===== config.mk =====
export PLATFORM = sky130hd
export DESIGN_NAME = tfce_top
export DESIGN_NICKNAME = d
export VERILOG_FILES = /design/src/tfce_pkg.sv /design/src/tfce_top.sv
export SDC_FILE = /design/constraint.sdc
export NUM_CORES = 1
export LEC_CHECK = 0
export BUFFER_PORTS_ARGS = -buffer_cell sky130_fd_sc_hd__buf_2
export CAP_MARGIN = 20
export CORE_ASPECT_RATIO = 2
export CORE_MARGIN = 5
export CORE_UTILIZATION = 56
export CTS_CLUSTER_SIZE = 10
export DETAILED_ROUTE_END_ITERATION = 8
export PLACE_DENSITY = 0.78
export SLEW_MARGIN = 0
export SYNTH_ARGS = -nofsm -noshare
export SYNTH_HDL_FRONTEND = slang
export SYNTH_SLANG_ARGS = --single-unit

===== constraint.sdc =====
create_clock -name CLK_SYS_I -period 7.2 [get_ports CLK_SYS_I]
set_clock_uncertainty 0.05 [all_clocks]
set_input_delay 2.16 -clock CLK_SYS_I [delete_from_list [all_inputs] [get_ports CLK_SYS_I]]
set_output_delay 2.16 -clock CLK_SYS_I [all_outputs]
set_load 0.005 [all_outputs]

===== src/tfce_pkg.sv =====
// Constants, types and helper functions for the tape formatter command executor.
//
// Functional notes
// - Six-bit code; undefined codes flagged illegal.
// - Only drive clear runs without on-line.
// - No-op clears pending, keeps ready, no attention.
// - Rewind off-line: status change, attention, ready.
// - Rewind waits settle-down only after forward motion.
// - Ready and attention after slave accepts rewind.
// - Rewind end sets status change, attention.
// - Flags low until rewind starts, then high.
// - Commands to rewinding slave wait, pending kept.
// - Drive clear resets flags, maintenance, errors, count-set.
// - Clear ready after delay; power-fail raises attention.
// - Initialize anytime: all slaves, abort correction, ready.
// - Initialize halts non-rewinding slaves; power-fail attention.
// - Read-in preset loads defaults, rewinds slave zero.
// - Erase ends with attention and ready.
// - Tape mark write sets mark flag, attention.
// - Space forward counts records, aborts on mark.
// - Past end marker space one record, count error.
// - Space reverse aborts at beginning or mark.
// - Forward read: PE blocks mark, NRZI passes.
// - Reverse read never transfers a mark.
// - Write one record, pending cleared at end.
// - Preset field values for slave, parity, format, density.
// - Space or write without count-set is nonexecutable.
package tfce_pkg;
  // Register byte offsets.
  localparam logic [7:0] OFF_CTRL = 8'h00;
  localparam logic [7:0] OFF_STAT = 8'h04;
  localparam logic [7:0] OFF_ERR = 8'h08;
  localparam logic [7:0] OFF_MAINT = 8'h0c;
  localparam logic [7:0] OFF_FCNT = 8'h10;
  localparam logic [7:0] OFF_TCTL = 8'h14;
  // Function codes, pending bit included in bit 0.
  localparam logic [5:0] FN_NOP = 6'h01;
  localparam logic [5:0] FN_RWOFF = 6'h03;
  localparam logic [5:0] FN_RW = 6'h07;
  localparam logic [5:0] FN_CLR = 6'h09;
  localparam logic [5:0] FN_PRESET = 6'h11;
  localparam logic [5:0] FN_ERASE = 6'h15;
  localparam logic [5:0] FN_WTM = 6'h17;
  localparam logic [5:0] FN_SPF = 6'h19;
  localparam logic [5:0] FN_SPR = 6'h1b;
  localparam logic [5:0] FN_WCF = 6'h29;
  localparam logic [5:0] FN_WCR = 6'h2f;
  localparam logic [5:0] FN_WRF = 6'h31;
  localparam logic [5:0] FN_RDF = 6'h39;
  localparam logic [5:0] FN_RDR = 6'h3f;
  // Status register bit positions.
  localparam int ST_ATA = 0;
  localparam int ST_SSC = 1;
  localparam int ST_TM = 2;
  localparam int ST_IDB = 3;
  localparam int ST_PIP = 4;
  localparam int ST_SETTLE_DOWN = 5;
  localparam int ST_MOL = 6;
  localparam int ST_DRY = 7;
  localparam int ST_ERR = 8;
  localparam int ST_BOT = 9;
  localparam int ST_EOT = 10;
  localparam int ST_SLA = 11;
  localparam int ST_PFAIL = 12;
  // Error register bit positions.
  localparam int ER_ILF = 0;
  localparam int ER_NEF = 2;
  localparam int ER_FCE = 9;
  localparam int ER_UNS = 14;
  // Maintenance bit kept by clears.
  localparam int MT_KEEP = 6;
  // Tape control fields and preset values.
  localparam int TC_PAR = 3;
  localparam int TC_DEN_PE = 10;
  localparam int TC_FCS = 14;
  localparam logic [15:0] TC_WR_MASK = 16'h17ff;
  localparam logic [2:0] TC_PRE_SS = 3'h0;
  localparam logic [3:0] TC_PRE_FMT = 4'h0;
  localparam logic [2:0] TC_PRE_DEN = 3'h3;
  // Reset values and the one-record frame count.
  localparam logic [15:0] RST_TCTL = 16'h0000;
  localparam logic [15:0] RST_FCNT = 16'h0000;
  localparam logic [15:0] FCNT_ONE_REC = 16'hffff;
  // Timing.
  localparam int CLK_PERIOD_NS = 10;
  localparam int T_READY_NS = 2000;
  localparam int T_SETTLE_DOWN_MS = 15;
  localparam int READY_CYC = (T_READY_NS + CLK_PERIOD_NS - 1) / CLK_PERIOD_NS;
  localparam int SETTLE_DOWN_CYC = T_SETTLE_DOWN_MS * 1000000 / CLK_PERIOD_NS;
  localparam logic [20:0] READY_CNT = 21'(READY_CYC);
  // Sequencer states.
  typedef enum logic [5:0] {
    S_IDLE = 6'h01,
    S_DEFER = 6'h02,
    S_SDWAIT = 6'h04,
    S_ISSUE = 6'h08,
    S_RUN = 6'h10,
    S_TIMED = 6'h20
  } tfce_state_type;

  function automatic logic tfce_is_legal(input logic [5:0] c);
    case (c)
      FN_NOP, FN_RWOFF, FN_RW, FN_CLR, FN_PRESET, FN_ERASE, FN_WTM,
      FN_SPF, FN_SPR, FN_WCF, FN_WCR, FN_WRF, FN_RDF, FN_RDR: tfce_is_legal = 1'b1;
      default: tfce_is_legal = 1'b0;
    endcase
  endfunction : tfce_is_legal

  function automatic logic tfce_is_rewind(input logic [5:0] c);
    tfce_is_rewind = (c == FN_RW) || (c == FN_PRESET);
  endfunction : tfce_is_rewind

  function automatic logic tfce_is_reverse(input logic [5:0] c);
    tfce_is_reverse = (c == FN_SPR) || (c == FN_WCR) || (c == FN_RDR);
  endfunction : tfce_is_reverse

  function automatic logic tfce_is_space(input logic [5:0] c);
    tfce_is_space = (c == FN_SPF) || (c == FN_SPR);
  endfunction : tfce_is_space

  function automatic logic tfce_is_read(input logic [5:0] c);
    tfce_is_read = (c == FN_WCF) || (c == FN_WCR) || (c == FN_RDF) || (c == FN_RDR);
  endfunction : tfce_is_read
endpackage : tfce_pkg


===== src/tfce_top.sv =====
// Command decode and sequencing for the tape formatter, with its APB register file.
//
// Chosen here: the APB register port and the placing of the registers.
`timescale 1ns/1ns
module tfce_top #(
  parameter int SETTLE_DOWN_CYC = tfce_pkg::SETTLE_DOWN_CYC
) (
  // Clock and reset.
  input wire logic CLK_SYS_I,
  input wire logic RST_N_I,
  // APB slave.
  input wire logic PSEL_I,
  input wire logic PENABLE_I,
  input wire logic PWRITE_I,
  input wire logic [7:0] PADDR_I,
  input wire logic [31:0] PWDATA_I,
  output logic [31:0] PRDATA_O,
  output logic PREADY_O,
  output logic PSLVERR_O,
  // Transport status inputs.
  input wire logic SLV_ONLINE_I,
  input wire logic SLV_BOT_I,
  input wire logic SLV_EOT_I,
  input wire logic SLV_SETTLE_DOWN_I,
  input wire logic SLV_ACK_I,
  input wire logic SLV_DONE_I,
  input wire logic SLV_RECORD_I,
  input wire logic SLV_TAPE_MARK_I,
  input wire logic SLV_ID_BURST_I,
  input wire logic [7:0] SLV_REWINDING_I,
  input wire logic [7:0] SLV_ATTN_I,
  // System inputs.
  input wire logic POWER_FAIL_I,
  input wire logic DRIVE_UNSAFE_I,
  input wire logic INIT_I,
  // Transport control outputs.
  output logic [2:0] SLV_SEL_O,
  output logic [5:0] SLV_CMD_O,
  output logic SLV_GO_O,
  output logic SLV_STOP_O,
  output logic SLV_HALT_O,
  output logic [7:0] SLV_HALT_MASK_O,
  output logic ECC_ABORT_O,
  output logic XFER_EN_O,
  output logic DATA_ERR_INH_O,
  output logic DRIVE_READY_O
);
  localparam logic [20:0] SETTLE_DOWN_CNT = 21'(SETTLE_DOWN_CYC);

  // Two-stage synchronisers for all transport and system inputs; stage three is edge history.
  logic [27:0] sync1_r;
  logic [27:0] sync2_r;
  logic [27:0] sync3_r;
  always_ff @(posedge CLK_SYS_I) begin
    if (!RST_N_I) begin
      sync1_r <= 28'h0000000;
      sync2_r <= 28'h0000000;
      sync3_r <= 28'h0000000;
    end else begin
      sync1_r <= {SLV_ATTN_I, SLV_REWINDING_I, INIT_I, DRIVE_UNSAFE_I, POWER_FAIL_I, SLV_ID_BURST_I,
                  SLV_TAPE_MARK_I, SLV_RECORD_I, SLV_DONE_I, SLV_ACK_I, SLV_SETTLE_DOWN_I, SLV_EOT_I, SLV_BOT_I,
                  SLV_ONLINE_I};
      sync2_r <= sync1_r;
      sync3_r <= sync2_r;
    end
  end

  logic [27:0] rise;
  logic medium_online, bot, eot, settle_down, pfail;
  logic ack_p, done_p, rec_p, tm_p, idb_p, uns_p, init_p, eot_p, bot_p;
  logic [7:0] rewinding, rwd_fall, sla_rise;
  assign rise = sync2_r & ~sync3_r;
  assign medium_online = sync2_r[0];
  assign bot = sync2_r[1];
  assign eot = sync2_r[2];
  assign settle_down = sync2_r[3];
  assign pfail = sync2_r[9];
  assign rewinding = sync2_r[19:12];
  assign bot_p = rise[1];
  assign eot_p = rise[2];
  assign ack_p = rise[4];
  assign done_p = rise[5];
  assign rec_p = rise[6];
  assign tm_p = rise[7];
  assign idb_p = rise[8];
  assign uns_p = rise[10];
  assign init_p = rise[11];
  assign rwd_fall = sync3_r[19:12] & ~sync2_r[19:12];
  assign sla_rise = rise[27:20];

  // Registers and sequencer state.
  tfce_pkg::tfce_state_type st_r;
  logic go_r, ready_r, deferred_r, last_fwd_r, ack_seen_r, single_r;
  logic [5:0] cmd_r;
  logic [20:0] tmr_r;
  logic ata_r, ssc_r, tm_r, idb_r;
  logic [7:0] unit_attention_r;
  logic [15:0] err_r, maint_r, fcnt_r, tctl_r;

  logic [2:0] sel;
  logic positioning_in_progress, frame_count_loaded;
  assign sel = tctl_r[2:0];
  assign positioning_in_progress = rewinding[sel];
  assign frame_count_loaded = tctl_r[tfce_pkg::TC_FCS];

  // APB decode.
  logic wr_acc, ctrl_wr, stat_wr;
  assign wr_acc = PSEL_I && PENABLE_I && PWRITE_I;
  assign ctrl_wr = wr_acc && (PADDR_I == tfce_pkg::OFF_CTRL);
  assign stat_wr = wr_acc && (PADDR_I == tfce_pkg::OFF_STAT);

  // Command acceptance and launch.
  logic [5:0] wcode, lcode;
  logic accept, rej_ilf, rej_nef, launch, sd_hold, issue_go, fin, stop_any, stop_single;
  assign wcode = PWDATA_I[5:0];
  assign accept = ctrl_wr && PWDATA_I[0] && ready_r && (st_r == tfce_pkg::S_IDLE) && !init_p;
  assign rej_ilf = !tfce_pkg::tfce_is_legal(wcode);
  assign rej_nef = !rej_ilf && (((wcode != tfce_pkg::FN_CLR) && !medium_online) ||
                   ((tfce_pkg::tfce_is_space(wcode) || (wcode == tfce_pkg::FN_WRF)) && !frame_count_loaded));
  assign launch = !init_p && ((accept && !rej_ilf && !rej_nef && !positioning_in_progress) ||
                  ((st_r == tfce_pkg::S_DEFER) && !positioning_in_progress));
  assign lcode = (st_r == tfce_pkg::S_DEFER) ? cmd_r : wcode;
  assign sd_hold = tfce_pkg::tfce_is_rewind(lcode) && settle_down && last_fwd_r;
  assign issue_go = (launch && (lcode != tfce_pkg::FN_NOP) && (lcode != tfce_pkg::FN_CLR) && !sd_hold) ||
                    ((st_r == tfce_pkg::S_SDWAIT) && (!settle_down || (tmr_r == 21'h000000)) && !init_p);
  assign fin = !init_p && ((st_r == tfce_pkg::S_RUN && done_p) ||
               (st_r == tfce_pkg::S_TIMED && tmr_r == 21'h000000) ||
               (st_r == tfce_pkg::S_ISSUE && (ack_p || ack_seen_r) &&
                (!tfce_pkg::tfce_is_rewind(cmd_r) || tmr_r == 21'h000000) &&
                (cmd_r == tfce_pkg::FN_RWOFF || tfce_pkg::tfce_is_rewind(cmd_r))));
  assign stop_single = (st_r == tfce_pkg::S_RUN) && (cmd_r == tfce_pkg::FN_SPF) && single_r && rec_p;
  assign stop_any = (st_r == tfce_pkg::S_RUN) && tfce_pkg::tfce_is_space(cmd_r) &&
                    ((rec_p && (fcnt_r == tfce_pkg::FCNT_ONE_REC)) || stop_single || tm_p ||
                     ((cmd_r == tfce_pkg::FN_SPF) && eot_p) || ((cmd_r == tfce_pkg::FN_SPR) && bot_p));

  // Sequencer.
  always_ff @(posedge CLK_SYS_I) begin
    if (!RST_N_I) begin
      st_r <= tfce_pkg::S_IDLE;
      go_r <= 1'b0;
      cmd_r <= 6'h00;
      tmr_r <= 21'h000000;
      deferred_r <= 1'b0;
      last_fwd_r <= 1'b0;
      ack_seen_r <= 1'b0;
      single_r <= 1'b0;
    end else if (init_p) begin
      st_r <= tfce_pkg::S_TIMED;
      go_r <= 1'b0;
      tmr_r <= tfce_pkg::READY_CNT;
      deferred_r <= 1'b0;
      ack_seen_r <= 1'b0;
    end else begin
      if (tmr_r != 21'h000000) begin
        tmr_r <= 21'(tmr_r - 21'h000001);
      end
      case (st_r)
        tfce_pkg::S_IDLE, tfce_pkg::S_DEFER: begin
          if (launch) begin
            cmd_r <= lcode;
            single_r <= (lcode == tfce_pkg::FN_SPF) && eot && (fcnt_r != tfce_pkg::FCNT_ONE_REC);
            if (lcode == tfce_pkg::FN_NOP) begin
              go_r <= 1'b0;
              st_r <= tfce_pkg::S_IDLE;
              deferred_r <= 1'b0;
            end else if (lcode == tfce_pkg::FN_CLR) begin
              go_r <= 1'b1;
              st_r <= tfce_pkg::S_TIMED;
              tmr_r <= tfce_pkg::READY_CNT;
            end else begin
              go_r <= 1'b1;
              tmr_r <= sd_hold ? SETTLE_DOWN_CNT : tfce_pkg::READY_CNT;
              st_r <= sd_hold ? tfce_pkg::S_SDWAIT : tfce_pkg::S_ISSUE;
              if (!tfce_pkg::tfce_is_rewind(lcode) && (lcode != tfce_pkg::FN_RWOFF)) begin
                last_fwd_r <= !tfce_pkg::tfce_is_reverse(lcode);
              end
            end
          end else if (accept && !rej_ilf && !rej_nef) begin
            cmd_r <= wcode;
            go_r <= 1'b1;
            deferred_r <= 1'b1;
            st_r <= tfce_pkg::S_DEFER;
          end
        end
        tfce_pkg::S_SDWAIT: begin
          if (issue_go) begin
            st_r <= tfce_pkg::S_ISSUE;
          end
        end
        tfce_pkg::S_ISSUE: begin
          if (fin) begin
            go_r <= 1'b0;
            st_r <= tfce_pkg::S_IDLE;
            ack_seen_r <= 1'b0;
            deferred_r <= 1'b0;
          end else if (ack_p) begin
            if (tfce_pkg::tfce_is_rewind(cmd_r)) begin
              ack_seen_r <= 1'b1;
            end else begin
              st_r <= tfce_pkg::S_RUN;
            end
          end
        end
        tfce_pkg::S_RUN: begin
          if (done_p) begin
            go_r <= 1'b0;
            st_r <= tfce_pkg::S_IDLE;
            deferred_r <= 1'b0;
          end
        end
        tfce_pkg::S_TIMED: begin
          if (tmr_r == 21'h000000) begin
            go_r <= 1'b0;
            st_r <= tfce_pkg::S_IDLE;
          end
        end
        default: begin
          st_r <= tfce_pkg::S_IDLE;
        end
      endcase
    end
  end

  // Drive ready.
  always_ff @(posedge CLK_SYS_I) begin
    if (!RST_N_I) begin
      ready_r <= 1'b1;
    end else if (init_p) begin
      ready_r <= 1'b0;
    end else if (launch && (lcode != tfce_pkg::FN_NOP)) begin
      ready_r <= 1'b0;
    end else if (fin) begin
      ready_r <= 1'b1;
    end
  end

  // Status flags; clears come first so a same-cycle set wins.
  logic clr_do, ssc_keep, ata_fin;
  assign clr_do = launch && (lcode == tfce_pkg::FN_CLR);
  assign ssc_keep = (unit_attention_r & ~(8'h01 << sel)) != 8'h00;
  assign ata_fin = fin && ((st_r != tfce_pkg::S_RUN) || deferred_r || (err_r != 16'h0000) ||
                   (cmd_r == tfce_pkg::FN_ERASE) || (cmd_r == tfce_pkg::FN_WTM) || tfce_pkg::tfce_is_space(cmd_r)) &&
                   !((st_r == tfce_pkg::S_TIMED) && !pfail);
  always_ff @(posedge CLK_SYS_I) begin
    if (!RST_N_I) begin
      ata_r <= 1'b0;
      ssc_r <= 1'b0;
      tm_r <= 1'b0;
      idb_r <= 1'b0;
      unit_attention_r <= 8'h00;
    end else begin
      if (accept || clr_do || init_p || (stat_wr && PWDATA_I[tfce_pkg::ST_ATA])) begin
        ata_r <= 1'b0;
      end
      if (init_p || (clr_do && !ssc_keep) || (stat_wr && PWDATA_I[tfce_pkg::ST_SSC])) begin
        ssc_r <= 1'b0;
      end
      if (clr_do || init_p) begin
        tm_r <= 1'b0;
        idb_r <= 1'b0;
      end
      if (init_p) begin
        unit_attention_r <= 8'h00;
      end else if (clr_do) begin
        unit_attention_r <= unit_attention_r & ~(8'h01 << sel);
      end
      unit_attention_r <= (init_p ? 8'h00 : clr_do ? (unit_attention_r & ~(8'h01 << sel)) : unit_attention_r) | sla_rise;
      if ((accept && (rej_ilf || rej_nef)) || ata_fin || (rwd_fall != 8'h00) || (sla_rise != 8'h00)) begin
        ata_r <= 1'b1;
      end
      if ((rwd_fall != 8'h00) || (sla_rise != 8'h00) ||
          (fin && (st_r == tfce_pkg::S_ISSUE) && ((cmd_r == tfce_pkg::FN_RWOFF) || bot))) begin
        ssc_r <= 1'b1;
      end
      if ((st_r == tfce_pkg::S_RUN) && tm_p) begin
        tm_r <= 1'b1;
      end
      if (idb_p) begin
        idb_r <= 1'b1;
      end
    end
  end

  // Error register.
  always_ff @(posedge CLK_SYS_I) begin
    if (!RST_N_I) begin
      err_r <= 16'h0000;
    end else begin
      if (clr_do || init_p) begin
        err_r <= pfail ? (err_r & (16'h0001 << tfce_pkg::ER_UNS)) : 16'h0000;
      end
      if (accept && rej_ilf) begin
        err_r[tfce_pkg::ER_ILF] <= 1'b1;
      end
      if (accept && rej_nef) begin
        err_r[tfce_pkg::ER_NEF] <= 1'b1;
      end
      if (stop_single) begin
        err_r[tfce_pkg::ER_FCE] <= 1'b1;
      end
      if (uns_p || (fin && (st_r == tfce_pkg::S_TIMED) && pfail)) begin
        err_r[tfce_pkg::ER_UNS] <= 1'b1;
      end
    end
  end

  // Maintenance, frame count and tape control.
  always_ff @(posedge CLK_SYS_I) begin
    if (!RST_N_I) begin
      maint_r <= 16'h0000;
      fcnt_r <= tfce_pkg::RST_FCNT;
      tctl_r <= tfce_pkg::RST_TCTL;
    end else begin
      if (wr_acc && (PADDR_I == tfce_pkg::OFF_MAINT)) begin
        maint_r <= PWDATA_I[15:0];
      end
      if (wr_acc && (PADDR_I == tfce_pkg::OFF_TCTL)) begin
        tctl_r <= (PWDATA_I[15:0] & tfce_pkg::TC_WR_MASK) | (tctl_r & ~tfce_pkg::TC_WR_MASK);
      end
      if (wr_acc && (PADDR_I == tfce_pkg::OFF_FCNT)) begin
        fcnt_r <= PWDATA_I[15:0];
        tctl_r[tfce_pkg::TC_FCS] <= 1'b1;
      end
      if (clr_do || init_p) begin
        maint_r <= maint_r & (16'h0001 << tfce_pkg::MT_KEEP);
        tctl_r[tfce_pkg::TC_FCS] <= 1'b0;
      end
      if (launch && (lcode == tfce_pkg::FN_PRESET)) begin
        tctl_r[10:0] <= {tfce_pkg::TC_PRE_DEN, tfce_pkg::TC_PRE_FMT, 1'b0, tfce_pkg::TC_PRE_SS};
      end
      if ((st_r == tfce_pkg::S_RUN) && tfce_pkg::tfce_is_space(cmd_r) && rec_p) begin
        fcnt_r <= 16'(fcnt_r + 16'h0001);
        if (fcnt_r == tfce_pkg::FCNT_ONE_REC) begin
          tctl_r[tfce_pkg::TC_FCS] <= 1'b0;
        end
      end
    end
  end

  // Transport control outputs.
  always_ff @(posedge CLK_SYS_I) begin
    if (!RST_N_I) begin
      SLV_CMD_O <= 6'h00;
      SLV_GO_O <= 1'b0;
      SLV_STOP_O <= 1'b0;
      SLV_HALT_O <= 1'b0;
      SLV_HALT_MASK_O <= 8'h00;
      ECC_ABORT_O <= 1'b0;
      XFER_EN_O <= 1'b0;
      DATA_ERR_INH_O <= 1'b0;
    end else begin
      SLV_GO_O <= issue_go;
      if (issue_go) begin
        SLV_CMD_O <= (st_r == tfce_pkg::S_SDWAIT) ? cmd_r : lcode;
      end
      SLV_STOP_O <= stop_any;
      SLV_HALT_O <= init_p;
      SLV_HALT_MASK_O <= init_p ? ~rewinding : 8'h00;
      ECC_ABORT_O <= init_p;
      DATA_ERR_INH_O <= (st_r == tfce_pkg::S_RUN) && tfce_pkg::tfce_is_space(cmd_r);
      if (init_p || done_p) begin
        XFER_EN_O <= 1'b0;
      end else if ((st_r == tfce_pkg::S_ISSUE) && ack_p && tfce_pkg::tfce_is_read(cmd_r)) begin
        XFER_EN_O <= 1'b1;
      end else if (tm_p && (tfce_pkg::tfce_is_reverse(cmd_r) || tctl_r[tfce_pkg::TC_DEN_PE])) begin
        XFER_EN_O <= 1'b0;
      end
    end
  end

  // APB read data, captured in the setup cycle.
  logic mapped;
  assign mapped = (PADDR_I == tfce_pkg::OFF_CTRL) || (PADDR_I == tfce_pkg::OFF_STAT) ||
                  (PADDR_I == tfce_pkg::OFF_ERR) || (PADDR_I == tfce_pkg::OFF_MAINT) ||
                  (PADDR_I == tfce_pkg::OFF_FCNT) || (PADDR_I == tfce_pkg::OFF_TCTL);
  always_ff @(posedge CLK_SYS_I) begin
    if (!RST_N_I) begin
      PRDATA_O <= 32'h00000000;
    end else if (PSEL_I && !PENABLE_I) begin
      case (PADDR_I)
        tfce_pkg::OFF_CTRL: PRDATA_O <= {26'h0000000, cmd_r[5:1], go_r};
        tfce_pkg::OFF_STAT: PRDATA_O <= {19'h00000, pfail, unit_attention_r[sel], eot, bot, err_r != 16'h0000,
                                         ready_r, medium_online, settle_down, positioning_in_progress,
                                         idb_r, tm_r, ssc_r, ata_r};
        tfce_pkg::OFF_ERR: PRDATA_O <= {16'h0000, err_r};
        tfce_pkg::OFF_MAINT: PRDATA_O <= {16'h0000, maint_r};
        tfce_pkg::OFF_FCNT: PRDATA_O <= {16'h0000, fcnt_r};
        tfce_pkg::OFF_TCTL: PRDATA_O <= {16'h0000, tctl_r};
        default: PRDATA_O <= 32'h00000000;
      endcase
    end
  end
  assign PREADY_O = 1'b1;
  assign PSLVERR_O = PSEL_I && PENABLE_I && !mapped;
  assign SLV_SEL_O = sel;
  assign DRIVE_READY_O = ready_r;
endmodule : tfce_top

==> results of run 1 <==
worst max-delay path by stage:
stage / start / end / depth (start not counted)
floorplan: PADDR_I[5] / PSLVERR_O / 2
global placement: PADDR_I[5] / PSLVERR_O / 4
detailed placement: PADDR_I[2] / fcnt_r[13] / 7
CTS: PADDR_I[5] / PSLVERR_O / 4
global route: PADDR_I[5] / PSLVERR_O / 4
finish: PADDR_I[5] / PSLVERR_O / 4
worst reg2reg max path, delay by kind of cell, from the launching register on:
kind / cells / cell delay, ps
compound gates: 2 / 230
flops: 1 / 380
simple gates: 5 / 2580
layout make-up:
cell class	count	share of cell area, %
Inverter	22	0.782
Multi-Input combinational cell	783	44.4
Timing Repair Buffer	103	5.02
Clock buffer	25	5.92
Clock inverter	2	0.474
Tap cell	207	2.45
Sequential cell	216	40.9
sequential cells by signal (all words and copies together) (netlist names), 4 cells and up:
| signal | flops |
|---|---|
| maint_r | 16 |
| SLV_CMD_O | 6 |
| err_r | 4 |
| sync1_r | 28 |
| tmr_r | 21 |
| sync2_r | 28 |
| st_r | 6 |
| SLV_HALT_MASK_O | 8 |
| tctl_r | 13 |
| unit_attention_r | 8 |
| cmd_r | 6 |
| sync3_r | 25 |
| PRDATA_O | 16 |
| fcnt_r | 16 |
cell families after synthesis:
kind of cell    Yosys count  share of synthesized area [%]
fa+ha+maj                 2                          0.265
mux                      25                           3.02
simple gates            467                           26.2
buf+inv                 107                           5.24
xor+xnor                 19                           1.76
compound gates          253                           17.7
flops                   216                           45.7
other cells               2                         0.0794
metrics by stage:
stage	instance area, µm²	utilization, %	hold WS (ps)
2_1_floorplan	9510	-	358
3_3_place_gp	9890	59.3	364
3_5_place_dp	9890	59.3	368
4_1_cts	10600	63.3	371
5_1_grt	10600	63.3	387
6_report	10600	63.3	371
placed cells by master (no fill, tap or decap), types with 17 or more instances in the layout:
cell type	count
sky130_fd_sc_hd__nor2_1	98
sky130_fd_sc_hd__conb_1	17
sky130_fd_sc_hd__nor2b_1	20
sky130_fd_sc_hd__nor3_1	23
sky130_fd_sc_hd__nand2_1	107
sky130_fd_sc_hd__nand3_1	19
sky130_fd_sc_hd__o21ai_0	48
sky130_fd_sc_hd__a21oi_1	84
sky130_fd_sc_hd__inv_1	22
sky130_fd_sc_hd__dfxtp_1	216
sky130_fd_sc_hd__and2_1	83
sky130_fd_sc_hd__buf_2	97
sky130_fd_sc_hd__and3_1	23
sky130_fd_sc_hd__clkbuf_16	25
metal layers:
layer | global-route usage (%) | vias up
li1 | - | 3939
met1 | 29.2 | 3906
met2 | 48.1 | 377
met3 | 5.08 | 126
met4 | 16.6 | 0
met5 | 0 | -
power groups by stage:
stage	combinational (W)	sequential, W	clock (W)
2_1_floorplan	0.000438	0.00136	0
3_3_place_gp	0.000549	0.00138	0
3_5_place_dp	0.000554	0.00138	0
4_1_cts	0.000561	0.00135	0.00112
5_1_grt	0.000631	0.00137	0.00116
6_report	0.000562	0.00136	0.00111
==> impl_summary.txt, run 1 <==
----------------------------------------------------
[Drt]
  Met3 wire length ... roughly 1900 µm
  Post-route DRC violation count ... 0
  Number of iterations in the first detailed-routing pass ... 7
  Starting DRT DRC Count ... 644
  Mean routed wirelength per cell ... ~20 µm
  Detail Route Antenna Nets ... 0
  Final WL ... 26,800 µm
  Met2 Routed Length ... 13,700 µm
  Ratio of routed vias to standard cells ... 6.15
  Top Layer Used ... met4
  Detailed-route via count ... 8,348
  Detailed-route wire length on metal 1 ... 9270 µm

[Yosys]
  Area of the mapped netlist ... 9450 µm²
  Most frequent cell after synthesis ... sky130_fd_sc_hd__dfxtp_1
  Number of standard cells after synthesis ... 1,091
  Largest area contributor in the synthesized netlist ... sky130_fd_sc_hd__dfxtp_1
  Proportion of netlist area held by the largest area contributor ... 45.7%
  Per-instance average area after synthesis ... 8.66 µm²
  Commonest cells in the synthesized netlist ... sky130_fd_sc_hd__dfxtp_1, sky130_fd_sc_hd__nand2_1, sky130_fd_sc_hd__nor2_1, sky130_fd_sc_hd__a21oi_1, sky130_fd_sc_hd__and2_1
  Synthesis Warnings ... 0
  Most frequently used flop master after synthesis ... sky130_fd_sc_hd__dfxtp_1
  Number of different library cells in the post-synthesis netlist ... 85
  Number of flops mapped to enable cells by yosys ... 0
  FFs w/ async S/R, synth ... 0%
  Fraction of the yosys area taken by sequential cells ... a little under half
  Count of state elements after synthesis ... about 220
  Cell types with the largest area share after synthesis ... sky130_fd_sc_hd__dfxtp_1, sky130_fd_sc_hd__and2_1, sky130_fd_sc_hd__a21oi_1

[Clocking]
  Post-CTS Resized ... 0
  Clock Pin Slew Worst Setup and Hold Paths ... approximately 50 ps
  Clock latency on the worst-skew pair ... 530 ps
  Clock Sinks ... approximately 220
  Clock Root Buffer ... sky130_fd_sc_hd__clkbuf_16
  CTS Hold Bufs ... 0
  TritonCTS Buffers ... 25
  H-tree levels ... 1
  CTS max path bufs ... 3
  Post-CTS Repair Setup Buffers ... 0
  TritonCTS clock tree ... built

[Placed design]
  Post-Place Setup Slack ... 2100 ps
  Dpl cells ... 1,331
  Routability congestion estimate ... 0.984
  Post-detailed-placement half-perimeter wirelength ... 19,300 µm
  Port Buf Inserts ... 97

[Setup path]
  Endpoint arrival time on the critical path ... about 2900 ps
  Setup slack, reg-to-reg ... 3830 ps
  Required time reported for the critical path endpoint ... between 4000 and 5000 ps
  Depth of the worst register-to-register path ... 7
  Maximum fanout count along the critical path ... 4
  Critical Path Most Common Cell ... sky130_fd_sc_hd__buf_2
  Launching element type of the critical path ... input pin
  Critical path's slowest cell ... sky130_fd_sc_hd__nor3_1
  Kind of cell adding the most delay to the critical path ... simple AND/OR/NAND/NOR gates
  Largest stage delay, worst path ... roughly 350 ps
  Critical register-to-register path startpoint ... st_r[1]
  Kind of critical path ... input pin to primary output
  Terminus of the critical flop-to-flop path ... fcnt_r[2]
  Endpoint kind of the worst setup timing path ... primary output
  Cell Chain, Critical Path ... buf_2, nor3_1, a31oi_1, buf_2
  Crit path buf inv count ... 2

[Power]
  Total power after layout ... 0.00303 W
  Worst VDD drop ... about 0.26 mV
  Proportion of power drawn by the clock network ... 36.7%
  Logic pwr share ... a little under a fifth
  Switching pwr ... 0.000855 W
  Int Power ... ~0.0022 W
  Leakage power of the design ... 4.21 nW
  Proportion of total power due to net switching ... 28.2%
  Sequential share of power ... between 40 and 50%
  Power per cell area ... 287 nW/µm²

[Finish]
  Total Nets Final ... about 1,200
  Post-synthesis to final-layout area growth ... 11.8%
  Number of standard cells in the layout, taps in and fillers out ... 1,358
  Antenna Diode Count ... 0
  Final-layout fill cell count ... 1,428
  Share of post-route cells with drive strength above 1 ... 13.8%
  Area occupied by multi-input gates ... 4690 µm²
  Sequential standard cell area ... between 4000 and 5000 µm²

[Timing]
  Count of pins over their slew limit ... 0
  Final sum of negative setup slack ... 0 ps
  Setup repair after global routing missed its margin ... no
  Hold Violations, Final ... 0
  Top achievable clock speed ... around 200 MHz
  Tcrit/Tclk final ... 70.7%
  Transition time at the pin with the least slew margin ... 1050 ps
  Minimum clock period ... 5090 ps
  Slack of the critical path ... 2110 ps
  Finish-stage setup viols ... 0
  Relative slew slack ... 30.0%

[Min path]
  Min-Delay Path Depth ... 1
  Class of the most critical hold timing path ... flop to flop
  Start point of the worst hold path ... sync1_r[12]
  Worst Hold Path EP ... sync2_r[12]

[Floorplan]
  Die Span Y ... ~190 µm
  Initial core utilization ... 56.7%
  FP Rows ... 67
  Die Outline Area ... 19,700 µm²
  Count of boundary I/O pins ... 131
  Placeable core region ... 16,700 µm²
  Die outline width ... 102 µm

[Run status]
  Result of the run ... finished clean

[Global routing]
  Global-route wire length before repair ... 43,100 µm
  Maximum number of pins on one net before global-route repair ... 78
  Total overflow reported by the global router ... 0
  GR Util All Layers ... 27.3%
  Vias in the first global route ... 8,357
  Antenna violations before repair ... 0

[Flow run]
  Max_cap viols ... 0

----------------------------------------------------
(Power assumes the default switching activity.)
==> inputs of run 2 (changes only) <==
clock period = 5 ns   (was 7.2 ns; I/O delays follow)
==> impl_summary.txt, run 2 (same netlist as run 1, synthesis figures left out) <==
----------------------------------------------------
[Run status]
  Result of the run ... finished clean

[Drt]
  Number of iterations in the first detailed-routing pass ... 7
  Detailed-route wire length on metal 1 ... 9040 µm
  Post-route DRC violation count ... 0
  Top Layer Used ... met4
  Detailed-route via count ... 8,446
  Met3 wire length ... around 2200 µm
  Starting DRT DRC Count ... roughly 470
  Met2 Routed Length ... 13,300 µm
  Ratio of routed vias to standard cells ... 6.20
  Final WL ... 27,000 µm
  Mean routed wirelength per cell ... 19.8 µm
  Detail Route Antenna Nets ... 0

[Finish]
  Most common cell after layout, fill and taps aside ... sky130_fd_sc_hd__dfxtp_1
  Leading cell types in the layout, fill and taps excluded ... sky130_fd_sc_hd__dfxtp_1, sky130_fd_sc_hd__nand2_1, sky130_fd_sc_hd__nor2_1
  Total Nets Final ... roughly 1,200
  Cell area after layout ... 10,600 µm²
  Final core utilization ... 63.5%
  Post-synthesis to final-layout area growth ... 12.1%
  Antenna Diode Count ... 0
  Share of post-route cells with drive strength above 1 ... 14.1%
  Regs by FF count ... sync1_r: 28 flops, sync2_r: 28 flops, sync3_r: 25 flops

[Power]
  Logic pwr share ... 18.9%
  Proportion of power drawn by the clock network ... a little over a third
  Sequential share of power ... 44.7%
  Power per cell area ... ~410 nW/µm²
  Int Power ... about 0.0031 W
  Switching pwr ... 0.00124 W
  Proportion of total power due to net switching ... 28.3%
  Leakage power of the design ... 4.23 nW
  Worst VDD drop ... 0.357 mV

[Timing]
  Transition time at the pin with the least slew margin ... 1200 ps
  Count of pins over their slew limit ... 0
  Finish-stage setup viols ... 0
  Minimum clock period ... approximately 3800 ps
  Hold Violations, Final ... 0
  Setup repair after global routing missed its margin ... no
  Tcrit/Tclk final ... between 70% and 80%
  Final sum of negative setup slack ... 0 ps
  Top achievable clock speed ... around 260 MHz
  Relative slew slack ... 19.6%

[Setup path]
  Cell Chain, Critical Path ... buf_2, nor3_1, a31oi_1, buf_2
  Critical path's slowest cell ... sky130_fd_sc_hd__nor3_1
  Required time reported for the critical path endpoint ... about 3500 ps
  Kind of cell adding the most delay to the critical path ... simple AND/OR/NAND/NOR gates
  Kind of critical path ... input pin to primary output
  Largest stage delay, worst path ... 360 ps
  Crit path buf inv count ... 2
  Maximum fanout count along the critical path ... 4
  Endpoint kind of the worst setup timing path ... primary output
  Critical Path Most Common Cell ... sky130_fd_sc_hd__buf_2
  Endpoint arrival time on the critical path ... 2240 ps
  Launching element type of the critical path ... input pin

[Floorplan]
  FP Rows ... 67
  Die outline width ... 102 µm
  Die Outline Area ... 19,700 µm²
  Die Span Y ... 194 µm
  Initial core utilization ... roughly 57%
  Placeable core region ... 16,700 µm²
  Count of boundary I/O pins ... between 100 and 150

[Clocking]
  Clock Pin Slew Worst Setup and Hold Paths ... ~50 ps
  CTS Hold Bufs ... 0
  CTS max path bufs ... 3
  Clock Sinks ... between 200 and 250
  Post-CTS Resized ... 0
  H-tree levels ... 1
  Clock latency on the worst-skew pair ... ~530 ps
  TritonCTS Buffers ... 25
  Post-CTS Repair Setup Buffers ... 0
  TritonCTS clock tree ... built
  Clock Root Buffer ... sky130_fd_sc_hd__clkbuf_16

[Global routing]
  GR Util All Layers ... ~28%
  Vias in the first global route ... 8,532
  Antenna violations before repair ... 0
  Global-route wire length before repair ... 43,600 µm
  Maximum number of pins on one net before global-route repair ... 83
  Total overflow reported by the global router ... 0

[Placed design]
  Placed Area ... 9920 µm²
  Routability congestion estimate ... ~0.97
  Post-detailed-placement half-perimeter wirelength ... 19,400 µm
  Port Buf Inserts ... 97

[Min path]
  Class of the most critical hold timing path ... flop to flop

[Flow run]
  Max_cap viols ... 0

----------------------------------------------------
==> run 2: cell types whose count changed in the layout (fill, tap and decap cells not counted) <==
cell,previous run,this run
sky130_fd_sc_hd__nor3_1,23,24
sky130_fd_sc_hd__nor3_2,1,0
sky130_fd_sc_hd__buf_4,6,11
==> run 2: worst paths after layout <==
check        cells after the start        from          to  slack (ps)
max                              4  PADDR_I[5]   PSLVERR_O        1210
min                              1  sync1_r[1]  sync2_r[1]         380
max reg2reg                      6     st_r[1]       ssc_r        1440
min reg2reg                      1  sync1_r[1]  sync2_r[1]         380
==> run 2: per-layer routing <==
metal / track usage [%] / vias up
li1: - / 3953
met1: 29.0 / 3931
met2: 46.5 / 402
met3: 6.34 / 160
met4: 20.0 / 0
met5: 0 / -
==> run 2: power groups by stage <==
stage          clock, W  combinational (W)  sequential, W
2_1_floorplan         0           0.000630        0.00196
3_3_place_gp          0           0.000792        0.00198
3_5_place_dp          0           0.000807        0.00199
4_1_cts         0.00161           0.000815        0.00195
5_1_grt         0.00168           0.000923        0.00197
6_report        0.00159           0.000827        0.00195
==> run 2: worst register-to-register path, stage by stage (launching register included) <==
cell and delay [ps]:
sky130_fd_sc_hd__dfxtp_1 390, sky130_fd_sc_hd__or4_4 580, sky130_fd_sc_hd__nor3b_1 990, sky130_fd_sc_hd__a22oi_1 300
sky130_fd_sc_hd__or2_2 380, sky130_fd_sc_hd__o31ai_1 580, sky130_fd_sc_hd__a22o_1 250
==> run 2: through the flow <==
step | instances | setup WS (ps) | hold slack [ps] | total power [W]
final | 1363 | 1210 | 376 | 0.00437
after global routing | 1363 | 1100 | 398 | 0.00458
after CTS | 1363 | 1210 | 377 | 0.00437
after detailed placement | 1336 | 864 | 369 | 0.00279
after global placement | 1336 | 916 | 364 | 0.00277
after floorplan | 1106 | 1290 | 358 | 0.00259
==> run 2: area by class of cell <==
| type | instances | area (µm²) |
|---|---|---|
| clock buffer | 25 | 626 |
| clock inverter | 2 | 50.0 |
| fill | 1419 | 6080 |
| inverter | 22 | 82.6 |
| multi-input combinational | 783 | 4690 |
| sequential | 216 | 4320 |
| tap | 207 | 259 |
| timing repair buffer | 108 | 568 |
==> inputs of run 3 (changes only) <==
ABC_AREA = 1   (was default)
CORE_UTILIZATION = 53   (was 56)
PLACE_DENSITY = 0.77   (was 0.78)
clock period = 3.2 ns   (was 5 ns; I/O delays follow)
==> impl_summary.txt, run 3 <==
----------------------------------------------------
[Run status]
  Result of the run ... finished clean

[Placed design]
  Port Buf Inserts ... 97
  Dpl cells ... between 1,500 and 2,000
  Routability congestion estimate ... around 1.0
  Post-Place Setup Slack ... 76.9 ps
  Post-detailed-placement half-perimeter wirelength ... 21,800 µm

[Yosys]
  Adder-Cell Fraction of Synth Area ... 0.244%
  Per-instance average area after synthesis ... 7.27 µm²
  Cell types with the largest area share after synthesis ... sky130_fd_sc_hd__dfxtp_1, sky130_fd_sc_hd__nand2_1, sky130_fd_sc_hd__inv_1
  Most frequently used flop master after synthesis ... sky130_fd_sc_hd__dfxtp_1
  Multiplexer share of the synthesized area ... 0%
  Number of flops mapped to enable cells by yosys ... 0
  Most frequent cell after synthesis ... sky130_fd_sc_hd__nand2_1
  Area share of and/or/nand/nor cells after synthesis ... 30.1%
  Main combinational cell family by area after synthesis ... simple AND/OR/NAND/NOR gates
  Largest area contributor in the synthesized netlist ... sky130_fd_sc_hd__dfxtp_1
  Proportion of netlist area held by the largest area contributor ... approximately 42%
  FFs w/ async S/R, synth ... 0%
  Number of different library cells in the post-synthesis netlist ... 62
  Synthesis Warnings ... 0
  Commonest cells in the synthesized netlist ... sky130_fd_sc_hd__nand2_1, sky130_fd_sc_hd__dfxtp_1, sky130_fd_sc_hd__inv_1, sky130_fd_sc_hd__nor2_1, sky130_fd_sc_hd__a21oi_1
  Area of the mapped netlist ... slightly above 10,000 µm²
  Fraction of the yosys area taken by sequential cells ... 42.1%
  Complex-gate fraction of the synthesized area ... 13.8%
  Count of state elements after synthesis ... 216
  Synthesized-area fraction occupied by xor and xnor cells ... 1.79%
  Number of standard cells after synthesis ... about 1,400

[Min path]
  Start point of the worst hold path ... sync1_r[1]
  Class of the most critical hold timing path ... flop to flop
  Worst Hold Path EP ... sync2_r[1]
  Min-Delay Path Depth ... 2

[Timing]
  Transition time at the pin with the least slew margin ... roughly 560 ps
  Finish-stage setup viols ... 0
  Top achievable clock speed ... about 330 MHz
  Slack of the critical path ... 181 ps
  Count of pins over their slew limit ... 0
  Relative slew slack ... a little over three fifths
  Hold Violations, Final ... 0
  Tcrit/Tclk final ... a little over nine tenths
  Setup repair after global routing missed its margin ... no
  Final sum of negative setup slack ... 0 ps
  Worst hold slack ... ~360 ps
  Minimum clock period ... 3020 ps

[Clocking]
  Post-CTS Resized ... 0
  Post-CTS Repair Setup Buffers ... 0
  CTS Hold Bufs ... 0
  TritonCTS Buffers ... 25
  Clock Root Buffer ... sky130_fd_sc_hd__clkbuf_16
  Clock Pin Slew Worst Setup and Hold Paths ... 60 ps
  Clock latency on the worst-skew pair ... 540 ps
  Clock Sinks ... 216
  H-tree levels ... 1
  CTS max path bufs ... 3
  TritonCTS clock tree ... built

[Power]
  Sequential share of power ... 40.5%
  Leakage power of the design ... between 5 and 6 nW
  Proportion of power drawn by the clock network ... 32.4%
  Power per cell area ... around 660 nW/µm²
  Switching pwr ... around 0.0026 W
  Worst VDD drop ... 0.509 mV
  Int Power ... 0.00509 W
  Logic pwr share ... 27.1%
  Proportion of total power due to net switching ... 33.8%

[Drt]
  Post-route DRC violation count ... 0
  Mean routed wirelength per cell ... 16.4 µm
  Detail Route Antenna Nets ... 0
  Final WL ... 29,000 µm
  Ratio of routed vias to standard cells ... roughly 5.4
  Detailed-route via count ... 9,577
  Starting DRT DRC Count ... between 500 and 600
  Number of iterations in the first detailed-routing pass ... 5

[Floorplan]
  Placeable core region ... about 19,000 µm²
  Die Span Y ... ~210 µm
  Initial core utilization ... 53.5%
  Die outline width ... 108 µm
  Count of boundary I/O pins ... 131
  Die Outline Area ... about 22,000 µm²
  FP Rows ... just over 70

[Setup path]
  Crit path buf inv count ... 0
  Kind of cell adding the most delay to the critical path ... simple AND/OR/NAND/NOR gates
  Required time reported for the critical path endpoint ... ~3600 ps
  Terminus of the critical flop-to-flop path ... SLV_STOP_O
  Critical path's slowest cell ... sky130_fd_sc_hd__nand4_1
  Launching element type of the critical path ... flop
  Depth of the worst register-to-register path ... 9
  Maximum fanout count along the critical path ... 5
  Kind of critical path ... flop to flop
  Endpoint arrival time on the critical path ... 3430 ps
  Cell Chain, Critical Path ... ha_1, nand3_1, nor3_2, nand4_1, nor4_1, nand4_1, nor3_1, nor3_1, nor2_1
  Largest stage delay, worst path ... 490 ps
  Setup slack, reg-to-reg ... 180 ps
  Critical register-to-register path startpoint ... fcnt_r[0]
  Endpoint kind of the worst setup timing path ... flop

[Global routing]
  Global-route wire length before repair ... 46,200 µm
  GR Util All Layers ... a little over a quarter
  Antenna violations before repair ... 0
  Vias in the first global route ... 9,489
  Total overflow reported by the global router ... 0
  Maximum number of pins on one net before global-route repair ... 54

[Finish]
  Share of post-route cells with drive strength above 1 ... 17.1%
  Antenna Diode Count ... 0
  Total Nets Final ... 1,591
  Post-synthesis to final-layout area growth ... 14.0%
  Most common cell after layout, fill and taps aside ... sky130_fd_sc_hd__nand2_1
  Leading cell types in the layout, fill and taps excluded ... sky130_fd_sc_hd__nand2_1, sky130_fd_sc_hd__dfxtp_1, sky130_fd_sc_hd__inv_1
  Number of standard cells in the layout, taps in and fillers out ... 1,776
  Regs by FF count ... sync1_r: 28 flops, sync2_r: 28 flops, sync3_r: 25 flops
  Final core utilization ... 61.0%
  Final-layout fill cell count ... around 1,800

[Flow run]
  Max_cap viols ... 0

----------------------------------------------------
==> run 3: cell types whose count changed in the layout (fill, tap and decap cells not counted), moves of 18 or more <==
cell,before,now
sky130_fd_sc_hd__nand2_1,107,323
sky130_fd_sc_hd__inv_1,22,203
sky130_fd_sc_hd__and2_1,83,1
sky130_fd_sc_hd__nand3_1,19,76
sky130_fd_sc_hd__buf_4,11,34
sky130_fd_sc_hd__nand4_1,11,34
sky130_fd_sc_hd__and3_1,23,1
sky130_fd_sc_hd__nor2b_1,20,0
sky130_fd_sc_hd__nand2_2,1,19
==> run 3: worst max path at each step <==
stage | from | end | slack [ps] | depth (start not counted)
after global routing | fcnt_r[0] | SLV_STOP_O | 20 | 9
after floorplan | PWDATA_I[2] | ssc_r | 540 | 16
after CTS | fcnt_r[0] | SLV_STOP_O | 320 | 9
after global placement | PWDATA_I[2] | ssc_r | 90 | 16
after detailed placement | PWDATA_I[2] | ssc_r | 80 | 15
final | fcnt_r[0] | SLV_STOP_O | 180 | 9
==> run 3: through the flow <==
step | instance area, µm² | power, W
2_1_floorplan | 10300 | 0.00479
3_3_place_gp | 11000 | 0.00516
3_5_place_dp | 11000 | 0.00521
4_1_cts | 11700 | 0.00772
5_1_grt | 11700 | 0.00811
6_report | 11700 | 0.00769
==> run 3: layout make-up <==
cell class | instances | area, µm² | share of cell area [%]
multi-input combinational | 919 | 4790 | 40.9
sequential | 216 | 4320 | 37.0
inverter | 223 | 837 | 7.15
timing repair buffer | 131 | 756 | 6.46
clock buffer | 27 | 653 | 5.58
tap | 259 | 324 | 2.77
clock inverter | 1 | 20.0 | 0.171
==> run 3: kinds of logic after synthesis <==
kind of cell / Yosys count
flops: 216
simple gates: 645
xor+xnor: 21
buf+inv: 291
other cells: 2
fa+ha+maj: 2
compound gates: 234
==> run 3: power groups by stage <==
stage / combinational (W) / sequential [W] / clock (W)
after floorplan: 0.00167 / 0.00312 / 0
after global placement: 0.00201 / 0.00315 / 0
after detailed placement: 0.00205 / 0.00316 / 0
after CTS: 0.00207 / 0.00311 / 0.00254
after global routing: 0.00233 / 0.00314 / 0.00263
final: 0.00208 / 0.00311 / 0.00249
==> run 3: per-layer routing <==
metal | global-route usage [%] | routed length [µm] | up-vias | share of wire, %
met1 | 25.8 | 9980 | 4401 | 34
met4 | 20.0 | 2380 | 0 | 8.2
met2 | 48.2 | 15300 | 336 | 53
li1 | - | - | 4692 | -
met3 | 3.64 | 1340 | 148 | 4.6
met5 | 0 | 0 | - | 0
==> run 3: tightest hold or removal path: stages, from the launching register on <==
cell                      delay [ps]
sky130_fd_sc_hd__dfxtp_1         300
sky130_fd_sc_hd__nand2_1          40
sky130_fd_sc_hd__inv_1            40
